`src/shared/aiobo_pkg.sv`:
```
// Constants and types shared by the analogue I/O and brake output block
package aiobo_pkg;
   // Clock and timing
   localparam int unsigned CLK_PERIOD_PS = 5000;
   localparam int unsigned FB_PERIOD_US = 125;
   localparam int unsigned FUNC_PERIOD_MS = 1;
   localparam int unsigned FB_CYCLES = (FB_PERIOD_US * 1000000) / CLK_PERIOD_PS;
   localparam int unsigned MS_CYCLES = (FUNC_PERIOD_MS * 1000000000) / CLK_PERIOD_PS;

   // Register byte offsets
   localparam logic [7:0] REG_CTRL = 8'h00;
   localparam logic [7:0] REG_FILT = 8'h04;
   localparam logic [7:0] REG_IPTS = 8'h08;
   localparam logic [7:0] REG_THR0 = 8'h0c;
   localparam logic [7:0] REG_THR1 = 8'h10;
   localparam logic [7:0] REG_AOSEL = 8'h14;
   localparam logic [7:0] REG_AOSC0 = 8'h18;
   localparam logic [7:0] REG_AOSC1 = 8'h1c;
   localparam logic [7:0] REG_PARAM = 8'h20;
   localparam logic [7:0] REG_BRKFN = 8'h24;
   localparam logic [7:0] REG_BRKT0 = 8'h28;
   localparam logic [7:0] REG_BRKT1 = 8'h2c;
   localparam logic [7:0] REG_STATUS = 8'h30;
   localparam logic [7:0] REG_IRQ_STAT = 8'h34;
   localparam logic [7:0] REG_IRQ_EN = 8'h38;
   localparam logic [7:0] REG_IRQ_CLR = 8'h3c;
   localparam logic [7:0] REG_ERR_RST = 8'h40;
   localparam logic [7:0] REG_REF = 8'h44;

   // Control register fields
   localparam int unsigned CTRL_DIRECT_BIT = 0;
   localparam int unsigned CTRL_SUP_BIT = 1;
   localparam int unsigned CTRL_FB_LSB = 2;
   localparam int unsigned CTRL_FUNC_LSB = 4;
   localparam int unsigned CTRL_REAC_LSB = 6;
   localparam int unsigned CTRL_DIGBRK_BIT = 8;
   localparam logic [31:0] CTRL_RESET = 32'h0000_0000;
   localparam logic [15:0] SCALE_RESET = 16'h0100;
   localparam int unsigned SCALE_FRAC = 8;

   // Event bits: cable break 0, cable break 1, brake current, brake wire
   localparam int unsigned EV_CB0 = 0;
   localparam int unsigned EV_CB1 = 1;
   localparam int unsigned EV_CUR = 2;
   localparam int unsigned EV_WIRE = 3;
   localparam int unsigned EV_N = 4;

   localparam logic [7:0] BRAKE_FUNC_CODE = 8'h02;

   typedef enum logic [3:0] {
      AO_NONE = 4'h0, AO_SPEED = 4'h1, AO_TORQUE = 4'h2, AO_RMS_CURRENT_SOURCE = 4'h3,
      AO_PARAM = 4'h4, AO_POS = 4'h5, AO_VDC = 4'h6, AO_MODPOS = 4'h7,
      AO_POWER = 4'h8, AO_APPPOW = 4'h9
   } aiobo_aosel_t;

   typedef enum logic [5:0] {
      BRK_CLOSED = 6'h01, BRK_RISE = 6'h02, BRK_LIFT = 6'h04,
      BRK_OPEN = 6'h08, BRK_CLOSING = 6'h10, BRK_FADE = 6'h20
   } aiobo_brk_state_t;

   typedef struct packed {
      logic signed [15:0] speed;
      logic signed [15:0] torque;
      logic signed [15:0] rms_current_source;
      logic signed [15:0] position;
      logic signed [15:0] dc_link_voltage_source;
      logic signed [15:0] modpos;
      logic signed [15:0] power;
      logic signed [15:0] apppower;
   } aiobo_src_t;

   typedef struct packed {
      logic current_ok;
      logic wire_ok;
   } aiobo_brk_sense_t;
endpackage

```
`src/verilog/aiobo_top.sv`:
```
// Analogue input path, analogue output selection and motor brake sequencer
//
// The placing of the registers and strobed register access were chosen for this implementation.
`timescale 1ns/10ps
`default_nettype none
module aiobo_top #(
   parameter int unsigned FB_CYCLES = aiobo_pkg::FB_CYCLES,
   parameter int unsigned MS_CYCLES = aiobo_pkg::MS_CYCLES
) (
   // Clock and reset
   input wire logic CLK,
   input wire logic RESET_N,
   // Register port
   input wire logic [7:0] ADDR,
   input wire logic [31:0] WDATA,
   input wire logic WR,
   input wire logic RD,
   output logic [31:0] RDATA,
   output logic IRQ,
   // Converter pins and drive-side timing
   input wire logic [1:0][15:0] ADC_DATA,
   input wire logic TCTRL_TICK,
   output logic [1:0] ADC_SAMPLE,
   output logic [1:0][15:0] REF_DATA,
   output logic [1:0] PROF_REF_VALID,
   output logic [1:0] DIRECT_REF_VALID,
   output logic CABLE_BREAK_ERR,
   output logic [1:0] CABLE_BREAK_REACTION,
   // Analogue output sources and values
   input wire aiobo_pkg::aiobo_src_t SRC,
   output logic [1:0][15:0] AOUT,
   // Brake
   input wire logic BRAKE_RELEASE_REQ,
   input wire logic FUNC_LEVEL,
   input wire aiobo_pkg::aiobo_brk_sense_t BRK_SENSE,
   output logic BRAKE_OUT,
   output logic DOUT_BRAKE,
   output logic TORQUE_EN,
   output logic [2:0] BRAKE_PHASE
);
   logic [31:0] ctrl_ff;
   logic [11:0] filt_cfg_ff;
   logic [15:0] ipts_ff;
   logic [1:0][15:0] thr_ff;
   logic [7:0] aosel_ff;
   logic [1:0][15:0] ao_scale_ff;
   logic [1:0][15:0] ao_off_ff;
   logic [15:0] param_ff;
   logic [7:0] brkfn_ff;
   logic [15:0] t_lift_ff, t_close_ff, t_rise_ff, t_fade_ff;
   logic [aiobo_pkg::EV_N-1:0] irq_stat_ff, irq_en_ff, fault_ff, ev_set;
   logic [31:0] rdata_ff;
   logic [17:0] fb_cnt_ff, ms_cnt_ff;
   logic fb_tick, ms_tick;
   logic [1:0][15:0] adc_s1_ff, adc_s2_ff;
   logic [1:0] sense_s1_ff, sense_s2_ff;
   logic [1:0] sample;
   logic [1:0][15:0] ao_src;
   aiobo_pkg::aiobo_brk_state_t brk_ff, nxt_brk;
   logic [15:0] tmr_ff;
   logic brake_out_ff, dout_brake_ff, torque_en_ff;
   logic direct, sup_en, dig_brake, brk_fn_sel, seq_run, sup_active, err_rst;
   logic cur_bad, wire_bad;

   assign direct = ctrl_ff[aiobo_pkg::CTRL_DIRECT_BIT];
   assign sup_en = ctrl_ff[aiobo_pkg::CTRL_SUP_BIT];
   assign dig_brake = ctrl_ff[aiobo_pkg::CTRL_DIGBRK_BIT];
   assign brk_fn_sel = (brkfn_ff == aiobo_pkg::BRAKE_FUNC_CODE);
   assign seq_run = brk_fn_sel | dig_brake;
   assign sup_active = sup_en & brk_fn_sel;
   assign err_rst = WR && (ADDR == aiobo_pkg::REG_ERR_RST) && WDATA[0];

   // Register writes
   always_ff @(posedge CLK) begin
      if (!RESET_N) begin
         ctrl_ff <= aiobo_pkg::CTRL_RESET;
         filt_cfg_ff <= 12'h000;
         ipts_ff <= 16'h0000;
         thr_ff <= '0;
         aosel_ff <= 8'h00;
         ao_scale_ff <= {aiobo_pkg::SCALE_RESET, aiobo_pkg::SCALE_RESET};
         ao_off_ff <= '0;
         param_ff <= 16'h0000;
         brkfn_ff <= 8'h00;
         t_lift_ff <= 16'h0000;
         t_close_ff <= 16'h0000;
         t_rise_ff <= 16'h0000;
         t_fade_ff <= 16'h0000;
         irq_en_ff <= '0;
      end else if (WR) begin
         if (ADDR == aiobo_pkg::REG_CTRL) begin
            ctrl_ff <= WDATA;
         end else if (ADDR == aiobo_pkg::REG_FILT) begin
            filt_cfg_ff <= WDATA[11:0];
         end else if (ADDR == aiobo_pkg::REG_IPTS) begin
            ipts_ff <= WDATA[15:0];
         end else if (ADDR == aiobo_pkg::REG_THR0) begin
            thr_ff[0] <= WDATA[15:0];
         end else if (ADDR == aiobo_pkg::REG_THR1) begin
            thr_ff[1] <= WDATA[15:0];
         end else if (ADDR == aiobo_pkg::REG_AOSEL) begin
            aosel_ff <= WDATA[7:0];
         end else if (ADDR == aiobo_pkg::REG_AOSC0) begin
            ao_scale_ff[0] <= WDATA[15:0];
            ao_off_ff[0] <= WDATA[31:16];
         end else if (ADDR == aiobo_pkg::REG_AOSC1) begin
            ao_scale_ff[1] <= WDATA[15:0];
            ao_off_ff[1] <= WDATA[31:16];
         end else if (ADDR == aiobo_pkg::REG_PARAM) begin
            param_ff <= WDATA[15:0];
         end else if (ADDR == aiobo_pkg::REG_BRKFN) begin
            brkfn_ff <= WDATA[7:0];
         end else if (ADDR == aiobo_pkg::REG_BRKT0) begin
            t_lift_ff <= WDATA[15:0];
            t_close_ff <= WDATA[31:16];
         end else if (ADDR == aiobo_pkg::REG_BRKT1) begin
            t_rise_ff <= WDATA[15:0];
            t_fade_ff <= WDATA[31:16];
         end else if (ADDR == aiobo_pkg::REG_IRQ_EN) begin
            irq_en_ff <= WDATA[aiobo_pkg::EV_N-1:0];
         end
      end
   end

   // Read data, valid only in the cycle after the read strobe
   always_ff @(posedge CLK) begin
      if (!RESET_N) begin
         rdata_ff <= 32'h0000_0000;
      end else if (!RD) begin
         rdata_ff <= 32'h0000_0000;
      end else if (ADDR == aiobo_pkg::REG_CTRL) begin
         rdata_ff <= ctrl_ff;
      end else if (ADDR == aiobo_pkg::REG_FILT) begin
         rdata_ff <= {20'h00000, filt_cfg_ff};
      end else if (ADDR == aiobo_pkg::REG_IPTS) begin
         rdata_ff <= {16'h0000, ipts_ff};
      end else if (ADDR == aiobo_pkg::REG_THR0) begin
         rdata_ff <= {16'h0000, thr_ff[0]};
      end else if (ADDR == aiobo_pkg::REG_THR1) begin
         rdata_ff <= {16'h0000, thr_ff[1]};
      end else if (ADDR == aiobo_pkg::REG_AOSEL) begin
         rdata_ff <= {24'h000000, aosel_ff};
      end else if (ADDR == aiobo_pkg::REG_AOSC0) begin
         rdata_ff <= {ao_off_ff[0], ao_scale_ff[0]};
      end else if (ADDR == aiobo_pkg::REG_AOSC1) begin
         rdata_ff <= {ao_off_ff[1], ao_scale_ff[1]};
      end else if (ADDR == aiobo_pkg::REG_PARAM) begin
         rdata_ff <= {16'h0000, param_ff};
      end else if (ADDR == aiobo_pkg::REG_BRKFN) begin
         rdata_ff <= {24'h000000, brkfn_ff};
      end else if (ADDR == aiobo_pkg::REG_BRKT0) begin
         rdata_ff <= {t_close_ff, t_lift_ff};
      end else if (ADDR == aiobo_pkg::REG_BRKT1) begin
         rdata_ff <= {t_fade_ff, t_rise_ff};
      end else if (ADDR == aiobo_pkg::REG_STATUS) begin
         rdata_ff <= {23'h000000, fault_ff, torque_en_ff, brake_out_ff, BRAKE_PHASE};
      end else if (ADDR == aiobo_pkg::REG_IRQ_STAT) begin
         rdata_ff <= {28'h0000000, irq_stat_ff};
      end else if (ADDR == aiobo_pkg::REG_IRQ_EN) begin
         rdata_ff <= {28'h0000000, irq_en_ff};
      end else if (ADDR == aiobo_pkg::REG_REF) begin
         rdata_ff <= {REF_DATA[1], REF_DATA[0]};
      end else begin
         rdata_ff <= 32'h0000_0000;
      end
   end
   assign RDATA = rdata_ff;

   // Sticky events; a new event beats a clear in the same cycle
   always_ff @(posedge CLK) begin
      if (!RESET_N) begin
         irq_stat_ff <= '0;
         fault_ff <= '0;
      end else begin
         if (WR && ADDR == aiobo_pkg::REG_IRQ_CLR) begin
            irq_stat_ff <= (irq_stat_ff & ~WDATA[aiobo_pkg::EV_N-1:0]) | ev_set;
         end else begin
            irq_stat_ff <= irq_stat_ff | ev_set;
         end
         fault_ff <= (err_rst ? '0 : fault_ff) | ev_set;
      end
   end
   assign IRQ = |(irq_stat_ff & irq_en_ff);
   assign CABLE_BREAK_ERR = fault_ff[aiobo_pkg::EV_CB0] | fault_ff[aiobo_pkg::EV_CB1];
   assign CABLE_BREAK_REACTION = ctrl_ff[aiobo_pkg::CTRL_REAC_LSB +: 2];

   // Sample-rate tick generators
   always_ff @(posedge CLK) begin
      if (!RESET_N) begin
         fb_cnt_ff <= 18'h00000;
         ms_cnt_ff <= 18'h00000;
      end else begin
         fb_cnt_ff <= fb_tick ? 18'h00000 : fb_cnt_ff + 18'h00001;
         ms_cnt_ff <= ms_tick ? 18'h00000 : ms_cnt_ff + 18'h00001;
      end
   end
   assign fb_tick = (fb_cnt_ff == 18'(FB_CYCLES - 1));
   assign ms_tick = (ms_cnt_ff == 18'(MS_CYCLES - 1));

   // Pin synchronisers
   always_ff @(posedge CLK) begin
      if (!RESET_N) begin
         adc_s1_ff <= '0;
         adc_s2_ff <= '0;
         sense_s1_ff <= 2'h0;
         sense_s2_ff <= 2'h0;
      end else begin
         adc_s1_ff <= ADC_DATA;
         adc_s2_ff <= adc_s1_ff;
         sense_s1_ff <= {BRK_SENSE.current_ok, BRK_SENSE.wire_ok};
         sense_s2_ff <= sense_s1_ff;
      end
   end

   // Per-input sampling, filtering, routing and cable-break check
   for (genvar i = 0; i < 2; i++) begin : g_ain
      logic [15:0] ip_cnt_ff;
      logic signed [15:0] filt_ff;
      logic signed [16:0] diff;
      logic [2:0] shift;
      logic fb_use, func_use, ip_due;
      assign fb_use = ctrl_ff[aiobo_pkg::CTRL_FB_LSB + i];
      assign func_use = ctrl_ff[aiobo_pkg::CTRL_FUNC_LSB + i];
      assign shift = filt_cfg_ff[3*i +: 3];
      assign ip_due = TCTRL_TICK && (ip_cnt_ff == 16'h0000);
      assign diff = 17'($signed(adc_s2_ff[i])) - 17'(filt_ff);
      always_comb begin
         if (direct) begin
            sample[i] = ip_due;
         end else if (fb_use) begin
            sample[i] = fb_tick;
         end else if (func_use) begin
            sample[i] = ms_tick;
         end else begin
            sample[i] = 1'b0;
         end
      end
      always_ff @(posedge CLK) begin
         if (!RESET_N) begin
            ip_cnt_ff <= 16'h0000;
         end else if (!direct) begin
            ip_cnt_ff <= 16'h0000;
         end else if (TCTRL_TICK) begin
            ip_cnt_ff <= (ip_cnt_ff >= ipts_ff) ? 16'h0000 : ip_cnt_ff + 16'h0001;
         end
      end
      always_ff @(posedge CLK) begin
         if (!RESET_N) begin
            filt_ff <= 16'sh0000;
         end else if (sample[i]) begin
            filt_ff <= filt_ff + 16'(diff >>> shift);
         end
      end
      always_ff @(posedge CLK) begin
         if (!RESET_N) begin
            REF_DATA[i] <= 16'h0000;
            PROF_REF_VALID[i] <= 1'b0;
            DIRECT_REF_VALID[i] <= 1'b0;
            ADC_SAMPLE[i] <= 1'b0;
         end else begin
            ADC_SAMPLE[i] <= sample[i];
            PROF_REF_VALID[i] <= !direct && sample[i];
            DIRECT_REF_VALID[i] <= direct && TCTRL_TICK;
            if (direct ? TCTRL_TICK : sample[i]) begin
               REF_DATA[i] <= filt_ff;
            end
         end
      end
      assign ev_set[i] = sample[i] && ($signed(adc_s2_ff[i]) < $signed(thr_ff[i]));
   end

   // Analogue outputs: source select, filter, scale and offset
   for (genvar j = 0; j < 2; j++) begin : g_aout
      logic signed [15:0] ofilt_ff;
      logic signed [16:0] odiff;
      logic signed [31:0] prod;
      always_comb begin
         case (aiobo_pkg::aiobo_aosel_t'(aosel_ff[4*j +: 4]))
            aiobo_pkg::AO_SPEED: ao_src[j] = SRC.speed;
            aiobo_pkg::AO_TORQUE: ao_src[j] = SRC.torque;
            aiobo_pkg::AO_RMS_CURRENT_SOURCE: ao_src[j] = SRC.rms_current_source;
            aiobo_pkg::AO_PARAM: ao_src[j] = param_ff;
            aiobo_pkg::AO_POS: ao_src[j] = SRC.position;
            aiobo_pkg::AO_VDC: ao_src[j] = SRC.dc_link_voltage_source;
            aiobo_pkg::AO_MODPOS: ao_src[j] = SRC.modpos;
            aiobo_pkg::AO_POWER: ao_src[j] = SRC.power;
            aiobo_pkg::AO_APPPOW: ao_src[j] = SRC.apppower;
            default: ao_src[j] = 16'h0000;
         endcase
      end
      assign odiff = 17'($signed(ao_src[j])) - 17'(ofilt_ff);
      assign prod = ofilt_ff * $signed(ao_scale_ff[j]);
      always_ff @(posedge CLK) begin
         if (!RESET_N) begin
            ofilt_ff <= 16'sh0000;
            AOUT[j] <= 16'h0000;
         end else if (fb_tick) begin
            ofilt_ff <= ofilt_ff + 16'(odiff >>> filt_cfg_ff[6 + 3*j +: 3]);
            AOUT[j] <= prod[aiobo_pkg::SCALE_FRAC +: 16] + ao_off_ff[j];
         end
      end
   end

   // Brake supervision, only on the dedicated output
   assign cur_bad = sup_active && (brk_ff == aiobo_pkg::BRK_OPEN) && !sense_s2_ff[1];
   assign wire_bad = sup_active && (brk_ff == aiobo_pkg::BRK_CLOSED) && !sense_s2_ff[0];
   assign ev_set[aiobo_pkg::EV_CUR] = cur_bad;
   assign ev_set[aiobo_pkg::EV_WIRE] = wire_bad;

   // Brake sequencer; same in speed and position control
   always_comb begin
      nxt_brk = brk_ff;
      case (brk_ff)
         aiobo_pkg::BRK_CLOSED:
            if (seq_run && BRAKE_RELEASE_REQ && !(|fault_ff[3:2])) begin
               nxt_brk = aiobo_pkg::BRK_RISE;
            end
         aiobo_pkg::BRK_RISE:
            if (tmr_ff >= t_rise_ff) begin
               nxt_brk = aiobo_pkg::BRK_LIFT;
            end
         aiobo_pkg::BRK_LIFT:
            if (tmr_ff >= t_lift_ff) begin
               nxt_brk = aiobo_pkg::BRK_OPEN;
            end
         aiobo_pkg::BRK_OPEN:
            if (!seq_run || !BRAKE_RELEASE_REQ || cur_bad) begin
               nxt_brk = aiobo_pkg::BRK_CLOSING;
            end
         aiobo_pkg::BRK_CLOSING:
            if (tmr_ff >= t_close_ff) begin
               nxt_brk = aiobo_pkg::BRK_FADE;
            end
         aiobo_pkg::BRK_FADE:
            if (tmr_ff >= t_fade_ff) begin
               nxt_brk = aiobo_pkg::BRK_CLOSED;
            end
         default: nxt_brk = aiobo_pkg::BRK_CLOSED;
      endcase
   end

   always_ff @(posedge CLK) begin
      if (!RESET_N) begin
         brk_ff <= aiobo_pkg::BRK_CLOSED;
         tmr_ff <= 16'h0000;
      end else begin
         brk_ff <= nxt_brk;
         if (nxt_brk != brk_ff) begin
            tmr_ff <= 16'h0000;
         end else if (ms_tick && tmr_ff != 16'hffff) begin
            tmr_ff <= tmr_ff + 16'h0001;
         end
      end
   end

   always_comb begin
      case (brk_ff)
         aiobo_pkg::BRK_RISE: BRAKE_PHASE = 3'h1;
         aiobo_pkg::BRK_LIFT: BRAKE_PHASE = 3'h2;
         aiobo_pkg::BRK_OPEN: BRAKE_PHASE = 3'h3;
         aiobo_pkg::BRK_CLOSING: BRAKE_PHASE = 3'h4;
         aiobo_pkg::BRK_FADE: BRAKE_PHASE = 3'h5;
         default: BRAKE_PHASE = 3'h0;
      endcase
   end

   // Brake pin drivers
   always_ff @(posedge CLK) begin
      if (!RESET_N) begin
         brake_out_ff <= 1'b0;
         dout_brake_ff <= 1'b0;
         torque_en_ff <= 1'b0;
      end else begin
         if (brk_fn_sel) begin
            brake_out_ff <= (nxt_brk == aiobo_pkg::BRK_LIFT) || (nxt_brk == aiobo_pkg::BRK_OPEN);
         end else begin
            brake_out_ff <= FUNC_LEVEL;
         end
         dout_brake_ff <= dig_brake && !brk_fn_sel &&
            ((nxt_brk == aiobo_pkg::BRK_LIFT) || (nxt_brk == aiobo_pkg::BRK_OPEN));
         torque_en_ff <= (nxt_brk != aiobo_pkg::BRK_CLOSED);
      end
   end
   assign BRAKE_OUT = brake_out_ff;
   assign DOUT_BRAKE = dout_brake_ff;
   assign TORQUE_EN = torque_en_ff;

   // Checks
   direct_ref_gate_a: assert property (@(posedge CLK) disable iff (!RESET_N)
      DIRECT_REF_VALID[0] |-> $past(direct) && !PROF_REF_VALID[0])
      else $error("direct reference pulse outside direct path");
   fb_period_a: assert property (@(posedge CLK) disable iff (!RESET_N)
      (sample[0] && !direct && ctrl_ff[aiobo_pkg::CTRL_FB_LSB]) |-> fb_tick)
      else $error("feedback input sampled off its period");
   func_period_a: assert property (@(posedge CLK) disable iff (!RESET_N)
      (sample[1] && !direct && !ctrl_ff[aiobo_pkg::CTRL_FB_LSB + 1]) |-> ms_tick)
      else $error("function input sampled off the 1 ms tick");
   direct_rate_a: assert property (@(posedge CLK) disable iff (!RESET_N)
      (direct && sample[0]) |-> TCTRL_TICK && g_ain[0].ip_cnt_ff == 16'h0000)
      else $error("direct sample not on interpolation slot");
   cable_break_a: assert property (@(posedge CLK) disable iff (!RESET_N)
      (sample[1] && $signed(adc_s2_ff[1]) < $signed(thr_ff[1])) |=> fault_ff[1] && irq_stat_ff[1])
      else $error("cable break not flagged");
   fault_latch_a: assert property (@(posedge CLK) disable iff (!RESET_N)
      (fault_ff[0] && !err_rst) |=> fault_ff[0])
      else $error("fault flag dropped without error reset");
   param_src_a: assert property (@(posedge CLK) disable iff (!RESET_N)
      (aosel_ff[3:0] == 4'h4) |-> ao_src[0] == param_ff)
      else $error("parameter source not routed");
   rise_to_lift_a: assert property (@(posedge CLK) disable iff (!RESET_N)
      (brk_ff == aiobo_pkg::BRK_RISE && tmr_ff >= t_rise_ff) |=>
      brk_ff == aiobo_pkg::BRK_LIFT ##1 BRAKE_OUT || !brk_fn_sel)
      else $error("rise time end did not lift brake");
   pin_follow_a: assert property (@(posedge CLK) disable iff (!RESET_N)
      !brk_fn_sel |=> BRAKE_OUT == $past(FUNC_LEVEL))
      else $error("brake pin not following selected function");
   no_sup_a: assert property (@(posedge CLK) disable iff (!RESET_N)
      $rose(fault_ff[aiobo_pkg::EV_CUR]) |-> $past(sup_active))
      else $error("current fault without supervision");
   open_c: cover property (@(posedge CLK) brk_ff == aiobo_pkg::BRK_OPEN);
   cable_c: cover property (@(posedge CLK) ev_set[0]);
   direct_c: cover property (@(posedge CLK) DIRECT_REF_VALID[1]);
   cur_fault_c: cover property (@(posedge CLK) cur_bad);
endmodule // aiobo_top
`default_nettype wire

```
`config.mk`:
```
export PLATFORM = sky130hd
export DESIGN_NAME = aiobo_top
export DESIGN_NICKNAME = d
export VERILOG_FILES = /design/src/shared/aiobo_pkg.sv /design/src/verilog/aiobo_top.sv
export SDC_FILE = /design/constraint.sdc
export NUM_CORES = 2
export LEC_CHECK = 0
export BUFFER_PORTS_ARGS = -buffer_cell sky130_fd_sc_hd__buf_2
export CAP_MARGIN = 10
export CORE_UTILIZATION = 54
export DETAILED_ROUTE_END_ITERATION = 8
export PLACE_DENSITY_LB_ADDON = 0.1
export SLEW_MARGIN = 20
export SYNTH_ARGS = -nofsm -noshare
export SYNTH_HDL_FRONTEND = slang
export SYNTH_SLANG_ARGS = --single-unit
```
`constraint.sdc`:
```
create_clock -name CLK -period 11.5 [get_ports CLK]
set_input_delay 2.3 -clock CLK [delete_from_list [all_inputs] [get_ports CLK]]
set_output_delay 2.3 -clock CLK [all_outputs]
set_load 0.02 [all_outputs]
```
==> summary.txt <==
Floorplanning
  – Starting Density: between 50 and 60%
  – Num ports: 321
  – Die area: approximately 0.095 mm2
  – Die width: around 310 um
  – Std-Cell Rows: 112
  – Core Region: roughly 0.093 mm2
  – Die height: 309 um

Clock network
  – H-tree depth: 3
  – Hold buffer count at CTS: 0
  – Total setup buffers inserted after CTS: 0
  – Max Root-Sink Buffers: 3
  – Post_cts resized: 0
  – Clock-pin slew on the worst setup and hold paths: roughly 70 ps
  – CTS tree: done
  – Total CTS buffers: between 60 and 70
  – Clock Sink Count: 590
  – Clock latency on the worst-skew pair: roughly 650 ps
  – Root Buffer: clkbuf_16

Timing
  – Setup TNS: 0 ps
  – Fin crit share: about 70%
  – Final min period: a little over 8000 ps
  – Hold Vio Cnt, Final: 0
  – RSZ-0062 raised after global routing: false
  – Slew Limit Fails: 0
  – Fin Hold WS: 420 ps
  – Max Fclk: approximately 120 MHz
  – Setup violations, final: 0
  – Worst slew pin tran: 1190 ps
  – Slew headroom: between 20% and 30%
  – Fin Clk Skew: just over 40 ps

Yosys
  – Unique masters post-synth: just over 80
  – Ys async rst share: 0%
  – Post-synthesis mux area share: between 4 and 5%
  – Synth Instances: between 6000 and 7000
  – Top-area cell type share of the netlist area: a little under a quarter
  – Synth Register Bits: roughly 600
  – Register area share after synthesis: roughly 23%
  – Most used DFF post-synth: dfxtp_1
  – Ys Warns: 0
  – Adder-cell area share of the yosys netlist: 25.6%
  – Synth Area in Compound Gates: ~16%
  – Simple-gate share of the synthesized area: a little under a fifth
  – Leading post-synthesis cells by cell area: dfxtp_1, fa_1, ha_1
  – EDFF count, synth: 0
  – Synth Net Count: 7319
  – XOR/XNOR Fraction of Synth Area: 4.72%
  – Mapped cell area: between 0.05 and 0.06 mm2
  – Synth Area per Inst: around 8.1 um2
  – Post-synth top area cell: dfxtp_1
  – Largest family of logic cells by synthesized area: adder cells

Outcome
  – Failing checks: design-rule violations
  – Outcome: finished, violations left

GRT
  – Grt ovf: 0
  – First-pass GRT wire length: around 260000 um
  – Largest net degree at the start of global routing: about 200
  – Antenna violations before repair: 9
  – Vias in the first global route: around 44000
  – Tot GR Track Use: between 30% and 40%

Critical path
  – Worst Path Required: 11970 ps
  – Worst-path maximum fanout: 18
  – Reg2reg path depth: 29
  – Crit path capture type: flip-flop
  – CP max stage delay: 960 ps
  – CP arrival: between 8000 and 9000 ps
  – Top cell by count, worst path: fa_1
  – Slowest stage cell, crit path: dfxtp_1
  – CP Launch Type: flip-flop
  – WS Path Type: reg -> reg

Min path
  – Hold path cells: 1
  – Worst Hold Class: reg -> reg

Cells and area
  – Area of the multi-input gates: 0.0352 mm2
  – # fillers: approximately 8700
  – # nets final: 7470
  – Layout cell share with drive strength beyond 1: a little under a tenth
  – Layout overhead on the synthesized area: 9.72%
  – Reg area: roughly 0.012 mm2

Routing
  – Remaining DRCs: 2
  – DRT iter0 DRCs: between 4000 and 5000
  – Vias: 45487
  – Total wire length: ~170000 um
  – WL/cell: 22.3 um
  – Pre-antenna DRT Iters: 9
  – DRT antenna net count: 0
  – DR vias/cell: a little under 6

Power and ir drop
  – Power per Cell Area: 84.3 mW/mm2
  – Peak VDD IR: 114 uV
  – P_leak: roughly 24 nW

Place
  – Input/output buffers: between 300 and 400
  – RePlAce Congestion: just over 1
  – DPL Wire Length: approximately 130000 um

Run
  – Max-cap violation count: 0
==> layer usage <==
layer | GRT usage, % | vias to the layer above | part of all wire [%]
met2 | 59.5 | 1955 | 46
met1 | 44.0 | 21747 | 39
li1 | - | 21287 | -
met3 | 7.30 | 492 | 8.6
met4 | 20.6 | 6 | 6.3
met5 | 0 | - | 0.022
==> cells by family (layout without fill, tap and decap cells) <==
kind of cell / after synthesis / in the layout
other: 0 / 2
DFF: 590 / 590
muxes: 202 / 202
buffers and inverters: 1023 / 1228
xor gates and xnor gates: 274 / 274
AOI/OAI and AO/OA: 1263 / 1263
and+or+nand+nor: 2136 / 2136
adders and majority gates: 811 / 811
==> path summary, 6_finish.rpt <==
check,from,to,slack (ps)
worst max-delay path,ao_scale_ff[17]$_SDFFE_PN0P_,AOUT[29]$_SDFFE_PN0P_,3420
worst min-delay path,adc_s1_ff[3]$_SDFF_PN0_,adc_s2_ff[3]$_SDFF_PN0_,420
worst max register to register,ao_scale_ff[17]$_SDFFE_PN0P_,AOUT[29]$_SDFFE_PN0P_,3420
worst min register to register,adc_s1_ff[3]$_SDFF_PN0_,adc_s2_ff[3]$_SDFF_PN0_,420
==> cells in the final DEF (no fill, tap or decap), types with 53 or more instances in the layout <==
cell type and count:
and2_1 293, nor2_1 404, xor2_1 99, dfxtp_1 589
a22oi_1 80, nand3_1 108, xnor2_1 175, buf_4 75
nand2_1 1008, a21o_1 71, fa_1 382, ha_1 429
nor3_1 53, clkbuf_16 71, buf_2 320, inv_1 704
mux2i_1 156, o21ai_0 195, a21oi_1 525
==> cell type report <==
| class | instances | area share [%] |
|---|---|---|
| diodes | 2 | 0.00898 |
| inverters | 708 | 4.78 |
| clock buffers | 97 | 3.63 |
| flip-flops and latches | 590 | 21.2 |
| multi-input cells | 4686 | 63.2 |
| repair buffers | 396 | 3.92 |
| clock inverters | 27 | 0.509 |
| well taps | 1254 | 2.81 |
==> state kept, by name, summed over array words and instances, names as in the netlist, 16 cells and up <==
register         count
AOUT                32
RDATA               32
REF_DATA            32
adc_s1_ff           32
adc_s2_ff           32
ao_off_ff           32
ao_scale_ff         32
ctrl_ff             32
fb_cnt_ff           18
g_ain.filt_ff       32
g_ain.ip_cnt_ff     32
g_aout.ofilt_ff     32
ipts_ff             16
ms_cnt_ff           18
param_ff            16
t_close_ff          16
t_fade_ff           16
t_lift_ff           16
t_rise_ff           16
thr_ff              32
tmr_ff              16
==> synth_stat cells, types with 25 or more instances <==
| cell type | number |
|---|---|
| nand3_1 | 108 |
| a31oi_1 | 47 |
| fa_1 | 382 |
| a222oi_1 | 32 |
| xnor2_1 | 175 |
| and3_1 | 48 |
| nor3_1 | 58 |
| mux2_2 | 46 |
| nand2_1 | 1008 |
| a21oi_1 | 525 |
| a221oi_1 | 28 |
| mux2i_1 | 156 |
| a22oi_1 | 80 |
| and2_1 | 293 |
| nand2b_1 | 36 |
| buf_1 | 25 |
| o21ai_0 | 195 |
| a21o_1 | 71 |
| o21a_1 | 40 |
| clkbuf_1 | 283 |
| nand4_1 | 36 |
| a211oi_1 | 47 |
| dfxtp_1 | 590 |
| ha_1 | 429 |
| xor2_1 | 99 |
| nor2b_1 | 38 |
| inv_1 | 705 |
| nor2_1 | 410 |
==> worst max-delay path: cells and delay by family, from the launching register on <==
family          cells  cell delay, ps
compound gates      9            2060
xor+xnor            1              80
fa+ha+maj           8            3320
buf+inv             3             140
flops               1             960
mux                 1             160
simple gates        7            1170
==> per-stage QoR <==
step,setup WS [ps],instance area (um2),power (W),util [%],instances
final,3420,55800,0.00470,59.7,7760
after global routing,2900,55800,0.00484,59.7,7759
after CTS,3480,55800,0.00472,59.7,7758
after detailed placement,3140,53400,0.00247,57.3,7634
after global placement,3280,53400,0.00246,57.3,7634
after floorplan,3950,50800,0.00233,-,6299
==> power breakdown <==
part | switching (W) | total [W] | leakage (nW) | internal [W]
clock network | 0.000946 | 0.00227 | 1.13 | 0.00133
registers | 0.0000111 | 0.00207 | 4.77 | 0.00206
logic | 0.000230 | 0.000363 | 18.5 | 0.000133
total | 0.00119 | 0.00470 | 24.4 | 0.00352
No activity file was read; power rests on OpenSTA's default activity.
